File: src/rtl/swcwk_map.svh
// swcwk_map.svh: offsets, field positions, reset values and timing counts
// of the single-wire bus wake and sleep control block.
// assumes a 250 MHz core clock and an APB slave with 32-bit data.
// What this block does
// [RULE1] bus wake-up raises regulator enable
// [RULE2] regulator enable low during sleep
// [RULE3] host sets non-sleep mode after wake
// [RULE4] hold regulator enable after wake ends
// [RULE5] hold expired, modes low: sleep anyway
// [RULE6] internal 500 kHz oscillator times delays
// [RULE7] driver stays active after passive level
// [RULE8] wake detect feeds mode and timers
// [RULE9] wake indication is deglitched
// [RULE10] undervoltage disables receiver and driver
// [RULE11] ground loss opens load switch
// [RULE12] ground loss means low battery-ground voltage
// [RULE13] high-voltage drive only when mode allows
// [RULE14] waveshaping except in high speed mode
// [RULE15] reduced-pin parts have no regulator enable
// [RULE16] mode pins: 00 sleep,01 wake,10 fast,11 normal
// [RULE17] undriven mode pins mean sleep
// [RULE18] transmit input inverted onto bus
// [RULE19] regulator enable falls 300 to 1000 ms later
// [RULE20] delays count internal oscillator ticks
`ifndef SWCWK_MAP_SVH
`define SWCWK_MAP_SVH

// register byte offsets
`define SWCWK_CTRL_OFF 8'h00
`define SWCWK_STATUS_OFF 8'h04
`define SWCWK_EXT_OFF 8'h08

// control register fields
`define SWCWK_CTRL_REDUCED_BIT 0
`define SWCWK_CTRL_RST 32'h00000000

// driver extension register: ticks of the internal oscillator
`define SWCWK_EXT_W 8
`define SWCWK_EXT_RST 8'h04

// pin synchroniser reset: idle levels, transmit input high
`define SWCWK_PIN_RST 7'h10

// status register fields
`define SWCWK_ST_REGEN_BIT 0
`define SWCWK_ST_HV_BIT 1
`define SWCWK_ST_UV_BIT 2
`define SWCWK_ST_GND_BIT 3
`define SWCWK_ST_DRV_BIT 4
`define SWCWK_ST_MODE_LSB 5
`define SWCWK_ST_STATE_LSB 7

// timing
`define SWCWK_CLK_KHZ 250000
`define SWCWK_OSC_KHZ 500
`define SWCWK_HOLD_MS 500
`define SWCWK_HOLD_W 20
`define SWCWK_DIV_W 9
`define SWCWK_GLITCH_TICKS 4'h8
`define SWCWK_GLITCH_W 4

`endif

File: src/rtl/swcwk_pkg.sv
// swcwk_pkg: types shared by the wake and sleep control block.
// assumes swcwk_map.svh supplies all numbers.
package swcwk_pkg;

    // operating mode as coded on the two mode pins (b, a)
    typedef enum logic [1:0] {
        SWCWK_MODE_SLEEP = 2'b00,
        SWCWK_MODE_WAKE = 2'b10,
        SWCWK_MODE_FAST = 2'b01,
        SWCWK_MODE_NORMAL = 2'b11
    } swcwk_mode_t;

    // regulator control states
    typedef enum logic [1:0] {
        SWCWK_ST_SLEEP = 2'b00,
        SWCWK_ST_HOLD = 2'b01,
        SWCWK_ST_AWAKE = 2'b10
    } swcwk_state_t;

    // pin-level inputs, all asynchronous to the core clock
    typedef struct packed {
        logic mode_select_a;
        logic mode_select_b;
        logic txd;
        logic bus_dominant;
        logic high_voltage_wakeup;
        logic undervoltage;
        logic battery_supply_low;
    } swcwk_pins_t;

    // apb request from the master
    typedef struct packed {
        logic psel;
        logic penable;
        logic pwrite;
        logic [7:0] paddr;
        logic [31:0] pwdata;
    } swcwk_apb_req_t;

    // apb answer to the master
    typedef struct packed {
        logic pready;
        logic pslverr;
        logic [31:0] prdata;
    } swcwk_apb_rsp_t;

endpackage : swcwk_pkg

File: src/rtl/swcwk_top.sv
// swcwk_top: mode, wake and sleep control of a single-wire bus transceiver,
// with driver gating, receiver gating, load switch and an apb register file.
// assumes pins arrive asynchronously and analog comparators do the sensing.
//
// The implementer's own choices: the address map and the APB interface to the registers.
`timescale 1ns/1ns
`include "swcwk_map.svh"
module swcwk_top #(
    parameter int unsigned HOLD_TICKS = `SWCWK_HOLD_MS * `SWCWK_OSC_KHZ
) (
    input wire logic clock,
    input wire logic rstn,
    input wire logic clk_en,
    input wire swcwk_pkg::swcwk_pins_t pins,
    input wire swcwk_pkg::swcwk_apb_req_t apb_req,
    output swcwk_pkg::swcwk_apb_rsp_t apb_rsp,
    output logic regulator_enable_out,
    output logic bus_line_driver_en,
    output logic bus_dominant_drive,
    output logic bus_hv_drive,
    output logic waveshape_en,
    output logic rxd_out,
    output logic rxd_oe_n,
    output logic load_switch_on
);
    import swcwk_pkg::*;

    localparam int PIN_W = $bits(swcwk_pins_t);
    // idle levels after reset, so a high txd is not seen as a false dominant
    localparam logic [PIN_W-1:0] PIN_RST = `SWCWK_PIN_RST;
    // cycles of the core clock per tick of the internal oscillator
    localparam int DIV_CYCLES = `SWCWK_CLK_KHZ / `SWCWK_OSC_KHZ;
    localparam logic [`SWCWK_DIV_W-1:0] DIV_LAST = `SWCWK_DIV_W'(DIV_CYCLES - 1);
    // [RULE19] hold length sets the enable fall delay
    localparam logic [`SWCWK_HOLD_W-1:0] HOLD_LAST = `SWCWK_HOLD_W'(HOLD_TICKS - 1);

    // two-flop synchronisers, one per pin bit
    logic [PIN_W-1:0] sync1_reg;
    logic [PIN_W-1:0] sync2_reg;
    swcwk_pins_t pin_s;

    // [RULE17] mode pins reset low so undriven modes read as sleep
    generate
        for (genvar i = 0; i < PIN_W; i++) begin : g_sync
            always_ff @(posedge clock or negedge rstn) begin
                if (!rstn) begin
                    sync1_reg[i] <= PIN_RST[i];
                    sync2_reg[i] <= PIN_RST[i];
                end else if (clk_en) begin
                    sync1_reg[i] <= pins[i];
                    sync2_reg[i] <= sync1_reg[i];
                end
            end
        end
    endgenerate

    assign pin_s = swcwk_pins_t'(sync2_reg);

    // internal oscillator: a tick every DIV_CYCLES core cycles
    logic [`SWCWK_DIV_W-1:0] div_reg;
    logic [`SWCWK_DIV_W-1:0] div_next;
    logic tick_reg;
    logic tick_next;

    // [RULE6] 500 kHz tick derived from core clock
    always_comb begin
        tick_next = 1'b0;
        div_next = div_reg + `SWCWK_DIV_W'(1);
        if (div_reg == DIV_LAST) begin
            div_next = '0;
            tick_next = 1'b1;
        end
    end

    always_ff @(posedge clock or negedge rstn) begin
        if (!rstn) begin
            div_reg <= '0;
            tick_reg <= 1'b0;
        end else if (clk_en) begin
            div_reg <= div_next;
            tick_reg <= tick_next;
        end
    end

    // [RULE9] high-voltage wake level filtered against glitches
    logic hv_filt;

    swcwk_deglitch u_hv_filter (
        .clock(clock),
        .rstn(rstn),
        .clk_en(clk_en),
        .tick(tick_reg),
        .raw(pin_s.high_voltage_wakeup),
        .filt(hv_filt)
    );

    // [RULE16] decode the mode pins into the mode type
    swcwk_mode_t mode;
    assign mode = swcwk_mode_t'({pin_s.mode_select_b, pin_s.mode_select_a});

    // software registers
    logic [31:0] ctrl_reg;
    logic [31:0] ctrl_next;
    logic [`SWCWK_EXT_W-1:0] ext_reg;
    logic [`SWCWK_EXT_W-1:0] ext_next;
    logic reduced_pin;
    assign reduced_pin = ctrl_reg[`SWCWK_CTRL_REDUCED_BIT];

    // wake and sleep state machine with its hold timer
    swcwk_state_t state_reg;
    swcwk_state_t state_next;
    logic [`SWCWK_HOLD_W-1:0] hold_reg;
    logic [`SWCWK_HOLD_W-1:0] hold_next;
    logic hv_prev_reg;
    logic hv_prev_next;
    logic hv_rise;
    logic hv_fall;
    logic hold_done;

    assign hv_rise = hv_filt & ~hv_prev_reg;
    assign hv_fall = ~hv_filt & hv_prev_reg;
    assign hold_done = tick_reg && (hold_reg == HOLD_LAST);

    // only a fresh wake edge leaves sleep, so a bus stuck high cannot
    // pull the part straight back after a forced return to sleep
    always_comb begin
        state_next = state_reg;
        hold_next = hold_reg;
        hv_prev_next = hv_filt;
        case (state_reg)
            SWCWK_ST_SLEEP: begin
                hold_next = '0;
                // [RULE8] filtered wake feeds mode control
                if (hv_rise) begin
                    // [RULE1] wake raises regulator enable
                    state_next = SWCWK_ST_HOLD;
                end
            end
            SWCWK_ST_HOLD: begin
                // [RULE3] host claims the part with a non-sleep mode
                if (mode != SWCWK_MODE_SLEEP) begin
                    state_next = SWCWK_ST_AWAKE;
                    hold_next = '0;
                // [RULE4] wake end restarts the hold delay
                end else if (hv_fall) begin
                    hold_next = '0;
                // [RULE5] delay over with modes low: sleep
                end else if (hold_done) begin
                    state_next = SWCWK_ST_SLEEP;
                    hold_next = '0;
                // [RULE20] hold counts oscillator ticks
                end else if (tick_reg) begin
                    hold_next = hold_reg + `SWCWK_HOLD_W'(1);
                end
            end
            SWCWK_ST_AWAKE: begin
                hold_next = '0;
                // sleep request from the host still waits out the hold
                if (mode == SWCWK_MODE_SLEEP) begin
                    state_next = SWCWK_ST_HOLD;
                end
            end
            default: begin
                state_next = SWCWK_ST_SLEEP;
                hold_next = '0;
            end
        endcase
    end

    always_ff @(posedge clock or negedge rstn) begin
        if (!rstn) begin
            state_reg <= SWCWK_ST_SLEEP;
            hold_reg <= '0;
            hv_prev_reg <= 1'b0;
        end else if (clk_en) begin
            state_reg <= state_next;
            hold_reg <= hold_next;
            hv_prev_reg <= hv_prev_next;
        end
    end

    // driver extension after the transmitter returns to passive
    logic [`SWCWK_EXT_W-1:0] ext_cnt_reg;
    logic [`SWCWK_EXT_W-1:0] ext_cnt_next;
    logic tx_dominant;
    logic drv_active;
    logic awake;

    // [RULE18] low transmit input means dominant bus
    assign tx_dominant = ~pin_s.txd;
    assign awake = (state_reg != SWCWK_ST_SLEEP) || (mode != SWCWK_MODE_SLEEP);
    assign drv_active = tx_dominant || (ext_cnt_reg != '0);

    // [RULE7] keep driver active for ext ticks
    always_comb begin
        ext_cnt_next = ext_cnt_reg;
        if (tx_dominant) begin
            ext_cnt_next = ext_reg;
        // [RULE20] extension counts oscillator ticks
        end else if (tick_reg && (ext_cnt_reg != '0)) begin
            ext_cnt_next = ext_cnt_reg - `SWCWK_EXT_W'(1);
        end
    end

    always_ff @(posedge clock or negedge rstn) begin
        if (!rstn) begin
            ext_cnt_reg <= '0;
        end else if (clk_en) begin
            ext_cnt_reg <= ext_cnt_next;
        end
    end

    // pin outputs, all registered
    logic regen_next;
    logic drv_en_next;
    logic dom_next;
    logic hv_drv_next;
    logic shape_next;
    logic rxd_oe_n_next;
    logic load_next;

    always_comb begin
        // [RULE2] sleep drops regulator enable
        regen_next = (state_reg != SWCWK_ST_SLEEP);
        // [RULE15] reduced-pin part never drives it
        if (reduced_pin) begin
            regen_next = 1'b0;
        end
        // [RULE10] undervoltage blanks driver and receiver
        drv_en_next = drv_active && awake && !pin_s.undervoltage;
        dom_next = tx_dominant && awake && !pin_s.undervoltage;
        // [RULE13] high-voltage drive only in wake mode
        hv_drv_next = dom_next && (mode == SWCWK_MODE_WAKE);
        // [RULE14] no waveshaping in high speed mode
        shape_next = (mode != SWCWK_MODE_FAST);
        // receiver is off in sleep unless a wake level is present
        rxd_oe_n_next = 1'b1;
        if (pin_s.bus_dominant && !pin_s.undervoltage && (awake || hv_filt)) begin
            rxd_oe_n_next = 1'b0;
        end
        // [RULE11] ground loss opens the load switch
        // [RULE12] loss seen as low battery-ground voltage
        load_next = !pin_s.battery_supply_low;
    end

    logic regen_reg;
    logic drv_en_reg;
    logic dom_reg;
    logic hv_drv_reg;
    logic shape_reg;
    logic rxd_oe_n_reg;
    logic load_reg;

    always_ff @(posedge clock or negedge rstn) begin
        if (!rstn) begin
            regen_reg <= 1'b0;
            drv_en_reg <= 1'b0;
            dom_reg <= 1'b0;
            hv_drv_reg <= 1'b0;
            shape_reg <= 1'b1;
            rxd_oe_n_reg <= 1'b1;
            load_reg <= 1'b0;
        end else if (clk_en) begin
            regen_reg <= regen_next;
            drv_en_reg <= drv_en_next;
            dom_reg <= dom_next;
            hv_drv_reg <= hv_drv_next;
            shape_reg <= shape_next;
            rxd_oe_n_reg <= rxd_oe_n_next;
            load_reg <= load_next;
        end
    end

    // apb slave: zero wait states; the answer is prepared in setup
    swcwk_apb_rsp_t rsp_reg;
    swcwk_apb_rsp_t rsp_next;
    logic [31:0] status_word;
    logic setup;
    logic access;
    logic hit;

    assign setup = apb_req.psel && !apb_req.penable;
    assign access = apb_req.psel && apb_req.penable && rsp_reg.pready;

    // status shows live state for software
    always_comb begin
        status_word = '0;
        status_word[`SWCWK_ST_REGEN_BIT] = regen_reg;
        status_word[`SWCWK_ST_HV_BIT] = hv_filt;
        status_word[`SWCWK_ST_UV_BIT] = pin_s.undervoltage;
        status_word[`SWCWK_ST_GND_BIT] = pin_s.battery_supply_low;
        status_word[`SWCWK_ST_DRV_BIT] = drv_en_reg;
        status_word[`SWCWK_ST_MODE_LSB +: 2] = mode;
        status_word[`SWCWK_ST_STATE_LSB +: 2] = state_reg;
    end

    always_comb begin
        hit = (apb_req.paddr == `SWCWK_CTRL_OFF) || (apb_req.paddr == `SWCWK_EXT_OFF)
            || (apb_req.paddr == `SWCWK_STATUS_OFF && !apb_req.pwrite);
        rsp_next = '0;
        if (setup) begin
            rsp_next.pready = 1'b1;
            rsp_next.pslverr = !hit;
            if (!apb_req.pwrite) begin
                case (apb_req.paddr)
                    `SWCWK_CTRL_OFF: rsp_next.prdata = ctrl_reg;
                    `SWCWK_STATUS_OFF: rsp_next.prdata = status_word;
                    `SWCWK_EXT_OFF: rsp_next.prdata = {24'h000000, ext_reg};
                    default: rsp_next.prdata = 32'h00000000;
                endcase
            end
        end
    end

    // writes land only at the completing edge of the access phase
    always_comb begin
        ctrl_next = ctrl_reg;
        ext_next = ext_reg;
        if (access && apb_req.pwrite) begin
            if (apb_req.paddr == `SWCWK_CTRL_OFF) begin
                ctrl_next = 32'h00000000;
                ctrl_next[`SWCWK_CTRL_REDUCED_BIT] = apb_req.pwdata[`SWCWK_CTRL_REDUCED_BIT];
            end
            if (apb_req.paddr == `SWCWK_EXT_OFF) begin
                ext_next = apb_req.pwdata[`SWCWK_EXT_W-1:0];
            end
        end
    end

    always_ff @(posedge clock or negedge rstn) begin
        if (!rstn) begin
            rsp_reg <= '0;
            ctrl_reg <= `SWCWK_CTRL_RST;
            ext_reg <= `SWCWK_EXT_RST;
        end else if (clk_en) begin
            rsp_reg <= rsp_next;
            ctrl_reg <= ctrl_next;
            ext_reg <= ext_next;
        end
    end

    // rxd is open drain: the pulled level is low whenever enabled
    logic rxd_out_reg;

    always_ff @(posedge clock or negedge rstn) begin
        if (!rstn) begin
            rxd_out_reg <= 1'b0;
        end else if (clk_en) begin
            rxd_out_reg <= 1'b0;
        end
    end

    // output ports
    assign apb_rsp = rsp_reg;
    assign regulator_enable_out = regen_reg;
    assign bus_line_driver_en = drv_en_reg;
    assign bus_dominant_drive = dom_reg;
    assign bus_hv_drive = hv_drv_reg;
    assign waveshape_en = shape_reg;
    assign rxd_out = rxd_out_reg;
    assign rxd_oe_n = rxd_oe_n_reg;
    assign load_switch_on = load_reg;

endmodule : swcwk_top

File: src/rtl/swcwk_deglitch.sv
// swcwk_deglitch: level filter that only follows its input after it has
// held a new level for a fixed number of oscillator ticks.
// assumes a synchronised input and a one-cycle tick strobe.
`timescale 1ns/1ns
`include "swcwk_map.svh"
module swcwk_deglitch (
    input wire logic clock,
    input wire logic rstn,
    input wire logic clk_en,
    input wire logic tick,
    input wire logic raw,
    output logic filt
);
    import swcwk_pkg::*;

    logic filt_reg;
    logic filt_next;
    logic [`SWCWK_GLITCH_W-1:0] cnt_reg;
    logic [`SWCWK_GLITCH_W-1:0] cnt_next;

    // a differing level must survive all ticks; any return restarts it
    always_comb begin
        filt_next = filt_reg;
        cnt_next = cnt_reg;
        if (raw == filt_reg) begin
            cnt_next = '0;
        end else if (tick) begin
            if (cnt_reg == `SWCWK_GLITCH_TICKS - 4'h1) begin
                filt_next = raw;
                cnt_next = '0;
            end else begin
                cnt_next = cnt_reg + 4'h1;
            end
        end
    end

    always_ff @(posedge clock or negedge rstn) begin
        if (!rstn) begin
            filt_reg <= 1'b0;
            cnt_reg <= '0;
        end else if (clk_en) begin
            filt_reg <= filt_next;
            cnt_reg <= cnt_next;
        end
    end

    assign filt = filt_reg;

endmodule : swcwk_deglitch

File: config.mk
export PLATFORM = sky130hd
export DESIGN_NAME = swcwk_top
export DESIGN_NICKNAME = d
export VERILOG_FILES = /design/src/rtl/swcwk_pkg.sv /design/src/rtl/swcwk_top.sv /design/src/rtl/swcwk_deglitch.sv
export VERILOG_INCLUDE_DIRS = /design/src /design/src/rtl
export SDC_FILE = /design/constraint.sdc
export NUM_CORES = 1
export LEC_CHECK = 0
export ABC_CLOCK_PERIOD_IN_PS = 2700
export BUFFER_PORTS_ARGS = -buffer_cell sky130_fd_sc_hd__buf_4
export CORE_MARGIN = 2
export CORE_UTILIZATION = 55
export CTS_CLUSTER_SIZE = 12
export DETAILED_ROUTE_END_ITERATION = 8
export GPL_ROUTABILITY_DRIVEN = 0
export PLACE_DENSITY = 0.8
export SYNTH_ARGS = -nofsm -noshare
export SYNTH_HDL_FRONTEND = slang
export SYNTH_SLANG_ARGS = --single-unit
export TNS_END_PERCENT = 1
File: constraint.sdc
create_clock -name clock -period 2.7 [get_ports clock]
set_input_delay 0.54 -clock clock [delete_from_list [all_inputs] [get_ports clock]]
set_output_delay 0.54 -clock clock [all_outputs]
set_load 0.01 [all_outputs]
# Yosys cells after proc, flatten, opt, wreduce, memory -nomap -nowiden
# Index checks and enable logic that the tools add are counted.
[totals]
out_inout_bits = 42
reg_bits = 110
wordCells = 121
[classes]
eq_ne = 16
addsub = 4
n_reduce_logical = 38
bitwise_logic = 6
mux = 23
[ops]
columns = ["cell", "n"]
rows = [
  ["2-to-1 mux 20 bit", 5],
  ["2-to-1 mux 34 bit", 1],
  ["case mux 9 bit (3 select lines)", 1],
  ["adder 20 x 1 -> 20 bit, second input constant", 1],
  ["== test 20 x 18 -> 1 bit, second input constant", 1],
  ["2-to-1 mux 9 bit", 2],
  ["2-to-1 mux 8 bit", 2],
  ["logical AND 1 bit", 14],
  ["2-to-1 mux 4 bit", 3],
  ["2-to-1 mux 2 bit", 5],
  ["adder 9 x 1 -> 9 bit, second input constant", 1],
  ["== test 9 bit, second input constant", 1],
  ["== test 8 x 3 -> 1 bit, second input constant", 1],
  ["== test 8 x 4 -> 1 bit, second input constant", 1],
  ["logical NOT 8 bit", 1],
  ["nonzero test 8 bit", 1],
  ["subtractor 8 x 1 -> 8 bit, second input constant", 1],
  ["inequality test 3 bit, second input constant", 2],
  ["case mux 2 bit (3 select lines)", 1],
  ["AND reduction 2 bit", 3],
  ["AND reduction 3 bit", 2],
  ["nonzero test 2 bit", 3],
  ["logical NOT 1 bit", 5],
  ["logical OR 1 bit", 5],
  ["14 further kinds", 24],
]

# Logic depth before layout (Yosys ltp)
[depth]
ltp_word = 6
depth_mapped = 7
mapped_depth_nobuf = 7

# By module
# Synthesis repeated with hierarchy kept, for this count alone.
[hier_totals]
hier_cells = 436
hier_area_um2 = 4483.0
[by_module_without_submodules]
columns = ["mod", "area_per_inst_um2", "cells_each", "seq_area_each_um2", "instances"]
rows = [
  ["swcwk_top", 4194.0, 407, 2058.2, 1],
  ["swcwk_deglitch", 289.0, 29, 125.1, 1],
]

# Worst setup path after synthesis
# OpenSTA, ideal clock, no wires.
[synth_path]
kind = "input -> register"
from = "input apb_req[37] in the netlist's numbering"
to = "register ext_reg[0]"
cell_stages = 5
arrival_time_ps = 1991
path_slack_ps = 585
required_ps = 2575
cell_sequence = "nor4_4 -> nand2_1 -> or3_4 -> nor3b_4 -> mux2_2"
[synth_between]
elab_chain_len = 2
[synth_lines]
columns = ["element", "line", "text"]
rows = [
  ["start: declaration", "swcwk_top.sv:15", "input wire swcwk_pkg::swcwk_apb_req_t apb_req,"],
  ["== test 8 x 4 -> 1 bit", "n/a", ""],
  ["AND reduction 3 bit (no line)", "n/a", ""],
  ["end signal: assignment", "swcwk_top.sv:334", "ext_reg <= `SWCWK_EXT_RST;"],
  ["end signal: assignment", "swcwk_top.sv:338", "ext_reg <= ext_next;"],
  ["end: declaration", "swcwk_top.sv:104", "logic [`SWCWK_EXT_W-1:0] ext_reg;"],
]
# Every way passes these cells.
# A chain may end at the register's enable or synchronous reset.

# Worst setup path after layout
[layout_path]
from = "register hold_reg[0]"
to = "register hold_reg[13]"
[layout_between]
elab_chain_len = 6
word_cells_on_any_way = 10
[layout_lines]
columns = ["element", "line", "text"]
rows = [
  ["start: declaration", "swcwk_top.sv:112", "logic [`SWCWK_HOLD_W-1:0] hold_reg;"],
  ["start signal: assignment", "swcwk_top.sv:177", "hold_reg <= hold_next;"],
  ["adder 20 x 1 -> 20 bit / == test 20 x 18 -> 1 bit (equally long branches)", "swcwk_top.sv:153, swcwk_top.sv:122", ""],
  ["2-to-1 mux 20 bit / logical AND 1 bit (equally long branches)", "swcwk_top.sv:152, swcwk_top.sv:122", ""],
  ["2-to-1 mux 20 bit", "swcwk_top.sv:148", "end else if (hold_done) begin"],
  ["2-to-1 mux 20 bit", "swcwk_top.sv:145", "end else if (hv_fall) begin"],
  ["2-to-1 mux 20 bit", "swcwk_top.sv:141", "if (mode != SWCWK_MODE_SLEEP) begin"],
  ["2-to-1 mux 20 bit", "swcwk_top.sv:130", "case (state_reg)"],
]
# Parallel ways exist; a longest one is shown, timed or not. The select of a mux whose other input is x is not followed.

==> results.txt <==
The maximum clock insertion buffer count came out at 2. The worst setup path is launched from a register. Counting flops with an async set or reset pin after synthesis yields a share of 100%.

Global routing used 23.3% of the available tracks across all layers. The initial antenna violation count came out at 0. The clock-pin slew of the registers on the worst-case setup and hold paths came out at 90 ps.

The multi-input combinational cell area is 0.00205 mm2. The number of top-level pins came out at 95. The final core utilization came out at 64.5%.

The number of distinct library cells after synthesis is 55. The number of filler cells placed in the layout came out at 637. The first routing iteration left 205 violations. Setup repair after global routing left no endpoint under its margin.

TritonCTS built the clock tree. The flip-flop count of the largest register, all copies and words added is 20. The number of failing hold endpoints at the final stage came out at 0. The number of buffers added by the clock tree synthesis step is 9. The net count reported at finish came out at 534. The effective utilization at floorplan came out at 56.9%. The die is 93.6 um wide.

The number of port buffers came out at 46. The global-route congestion overflow total came out at 0. 0 antenna diodes ended up in the layout.

The worst setup margin is 556 ps. The final critical-path share of the clock period is 79.4%. The sequential-to-total area share from yosys stat is 49.4%. Counting flops and latches in the post-synthesis netlist gives 87. The row count is 32. The static leakage is 2.17 nW. For this run, the top clock speed supported by timing is 466 MHz.

The required time reported for the critical path endpoint is 2940 ps. Across the routed clock network, the largest skew measured is 9.91 ps. The worst path arrival time is 2390 ps. The post-synthesis cell area is 0.00442 mm2. The mean routed wirelength per cell is 16.4 um. The total power density per cell area is 603 mW/mm2. The worst relative slew slack is 59.5%.

CTS saw 87 sinks. The total of warnings raised by yosys is 0. The worst setup slack for register-to-register paths came out at 560 ps.

The nature of the critical path endpoint is a register. Detailed routing inserted a total of 3427 vias. The final antenna-violating net count came out at 0. The worst register-to-register path begins at hold_reg[0]. In this run the critical register-to-register path is captured at hold_reg[13].

The worst reg2reg path depth came out at 6. The H-tree depth reported by CTS is 3. The worst-path maximum fanout came out at 6. The final number of setup-violating endpoints is 0. The number of instances in the synthesized netlist came out at 431. The number of post-CTS setup repair buffers came out at 0. For the worst-skew pair, the clock arrives at the later sink with an insertion delay of 350 ps. For this run, design rule violations remaining after detail routing come to 0. Across the VDD grid, the largest voltage drop is 0.370 mV.

The number of global-route vias before repair is 3324. The placed wire-length estimate came out at 6800 um. The total count of max-transition violations in the final report came out at 0.

The placed instances occupy a cell area of 0.00480 mm2. The measured slew at the worst slew-check pin came out at 601 ps. The number of max-capacitance violations reported is 0. The flow ran to the end, and the final reports show no timing, DRC or antenna violations. The area added between synthesis and finish came out at 13.3%. The worst setup path is of the register to register kind. The mean area per synthesized cell is 10.3 um2. The path class of the tightest hold or removal check is input pin to asynchronous set/reset pin. After detailed routing, the total wire length is 9540 um.

The first global-routing pass estimated 16100 um of wire. The standard cell core area is 0.00777 mm2. The number of detailed-routing iterations run before antenna repair came out at 4. The vertical extent of the die came out at 93.6 um. The number of gates resized after CTS was 0.

Counting flops with a built-in enable in the synthesized netlist gives 0. The share of final-layout standard cells stronger than drive strength 1 is 21.5%. The root buffer cell is clkbuf_8.

In the routed layout, each cell is associated on average with a via count of 5.89. In this run, post-CTS hold repair placed 0 buffers. The final setup TNS came out at 0 ps.

The worst setup slack before clock tree synthesis came out at 288 ps. Once layout is done, the placed cells without fillers occupy 0.00501 mm2. The most instantiated flip-flop cell in the synthesis netlist is dfrtp_1. The sequential standard cell area came out at 0.00218 mm2.

The die covers 0.00877 mm2. The worst path needs 2140 ps of the cycle, external delays included. The maximum number of pins on one net before global-route repair came out at 52.
[worst max path at each step]
stage / from / to / slack [ps] / cells past startpoint
after floorplan: apb_req[37] / ext_reg[0] / 580 / 5
after global placement: apb_req[37] / ext_reg[4] / 360 / 6
after detailed placement: apb_req[37] / ext_reg[7] / 290 / 6
after CTS: hold_reg[0] / hold_reg[13] / 580 / 6
after global routing: hold_reg[0] / hold_reg[13] / 380 / 6
final: hold_reg[0] / hold_reg[13] / 560 / 6
[area by class of cell]
type / count / area share [%]
tap: 102 / 2.55
multi-input combinational: 318 / 40.9
inverter: 7 / 0.525
timing repair buffer: 53 / 8.20
clock buffer: 10 / 2.55
clock inverter: 5 / 1.67
sequential: 87 / 43.6
[synth_stat cells (all sizes together) (4+ instances only)]
cell | count | area, um2
or3 | 4 | 30.0
a31oi | 6 | 37.5
o21ai | 25 | 125
xnor2 | 7 | 61.3
o21a | 4 | 30.0
nand2b | 4 | 25.0
nand2 | 39 | 146
mux2i | 5 | 50.1
a21oi | 18 | 90.1
nor2b | 4 | 25.0
ha | 5 | 62.6
mux2 | 25 | 282
o31ai | 4 | 30.0
a22oi | 8 | 60.1
inv | 6 | 22.5
clkbuf | 15 | 56.3
nand3 | 15 | 75.1
nor2 | 29 | 109
o2bb2ai | 13 | 114
nor3 | 13 | 65.1
nand4 | 12 | 75.1
xor2 | 8 | 70.1
nor4 | 10 | 83.8
buf | 27 | 191
dfstp | 5 | 131
dfrtp | 82 | 2050
[worst max-delay path, cell delays in order, from the launching register on]
cell and delay, ps:
dfrtp_1 420, ha_1 210, nand3_1 200, nor3_1 420, a21oi_1 290, and3_1 240
a221o_1 250
[stage by stage]
step,power [mW],hold slack (ps),cells
after global placement,2.04,428,567
after detailed placement,2.06,438,567
after floorplan,1.89,244,454
final,3.02,134,582
after global routing,3.17,165,582
after CTS,3.04,148,582
[cells by family after synthesis]
family	count (synthesis)	share of synthesized area [%]
XOR/XNOR	15	2.97
buffers and inverters	49	6.20
AO/OA/AOI/OAI	101	15.5
other	1	0.0849
multiplexers	30	7.50
AND/OR/NAND/NOR	143	16.9
flip-flops	87	49.4
adder cells (fa/ha/maj)	5	1.42
[power breakdown]
group	switching, mW	internal (mW)
sequential	0.156	1.43
combinational	0.246	0.213
clock	0.461	0.518
total	0.863	2.16
[cell usage in the layout, fill, tap and decap left out, types with 13 or more instances in the layout]
master / netlist / final
nor3_1: 13 / 13
conb_1: 1 / 24
a21oi_1: 18 / 18
o2bb2ai_1: 13 / 13
dfrtp_1: 82 / 82
mux2_2: 25 / 25
o21ai_0: 24 / 24
nand2_1: 39 / 39
nor2_1: 29 / 29
nand3_1: 15 / 15
buf_4: 24 / 52
[per-layer routing]
metal,track usage [%],vias up,wire length [um]
met5,0,-,0
li1,-,1628,-
met3,5.40,11,568
met2,38.5,124,4730
met1,30.8,1664,4120
met4,6.76,0,122
(Power assumes the default switching activity.)
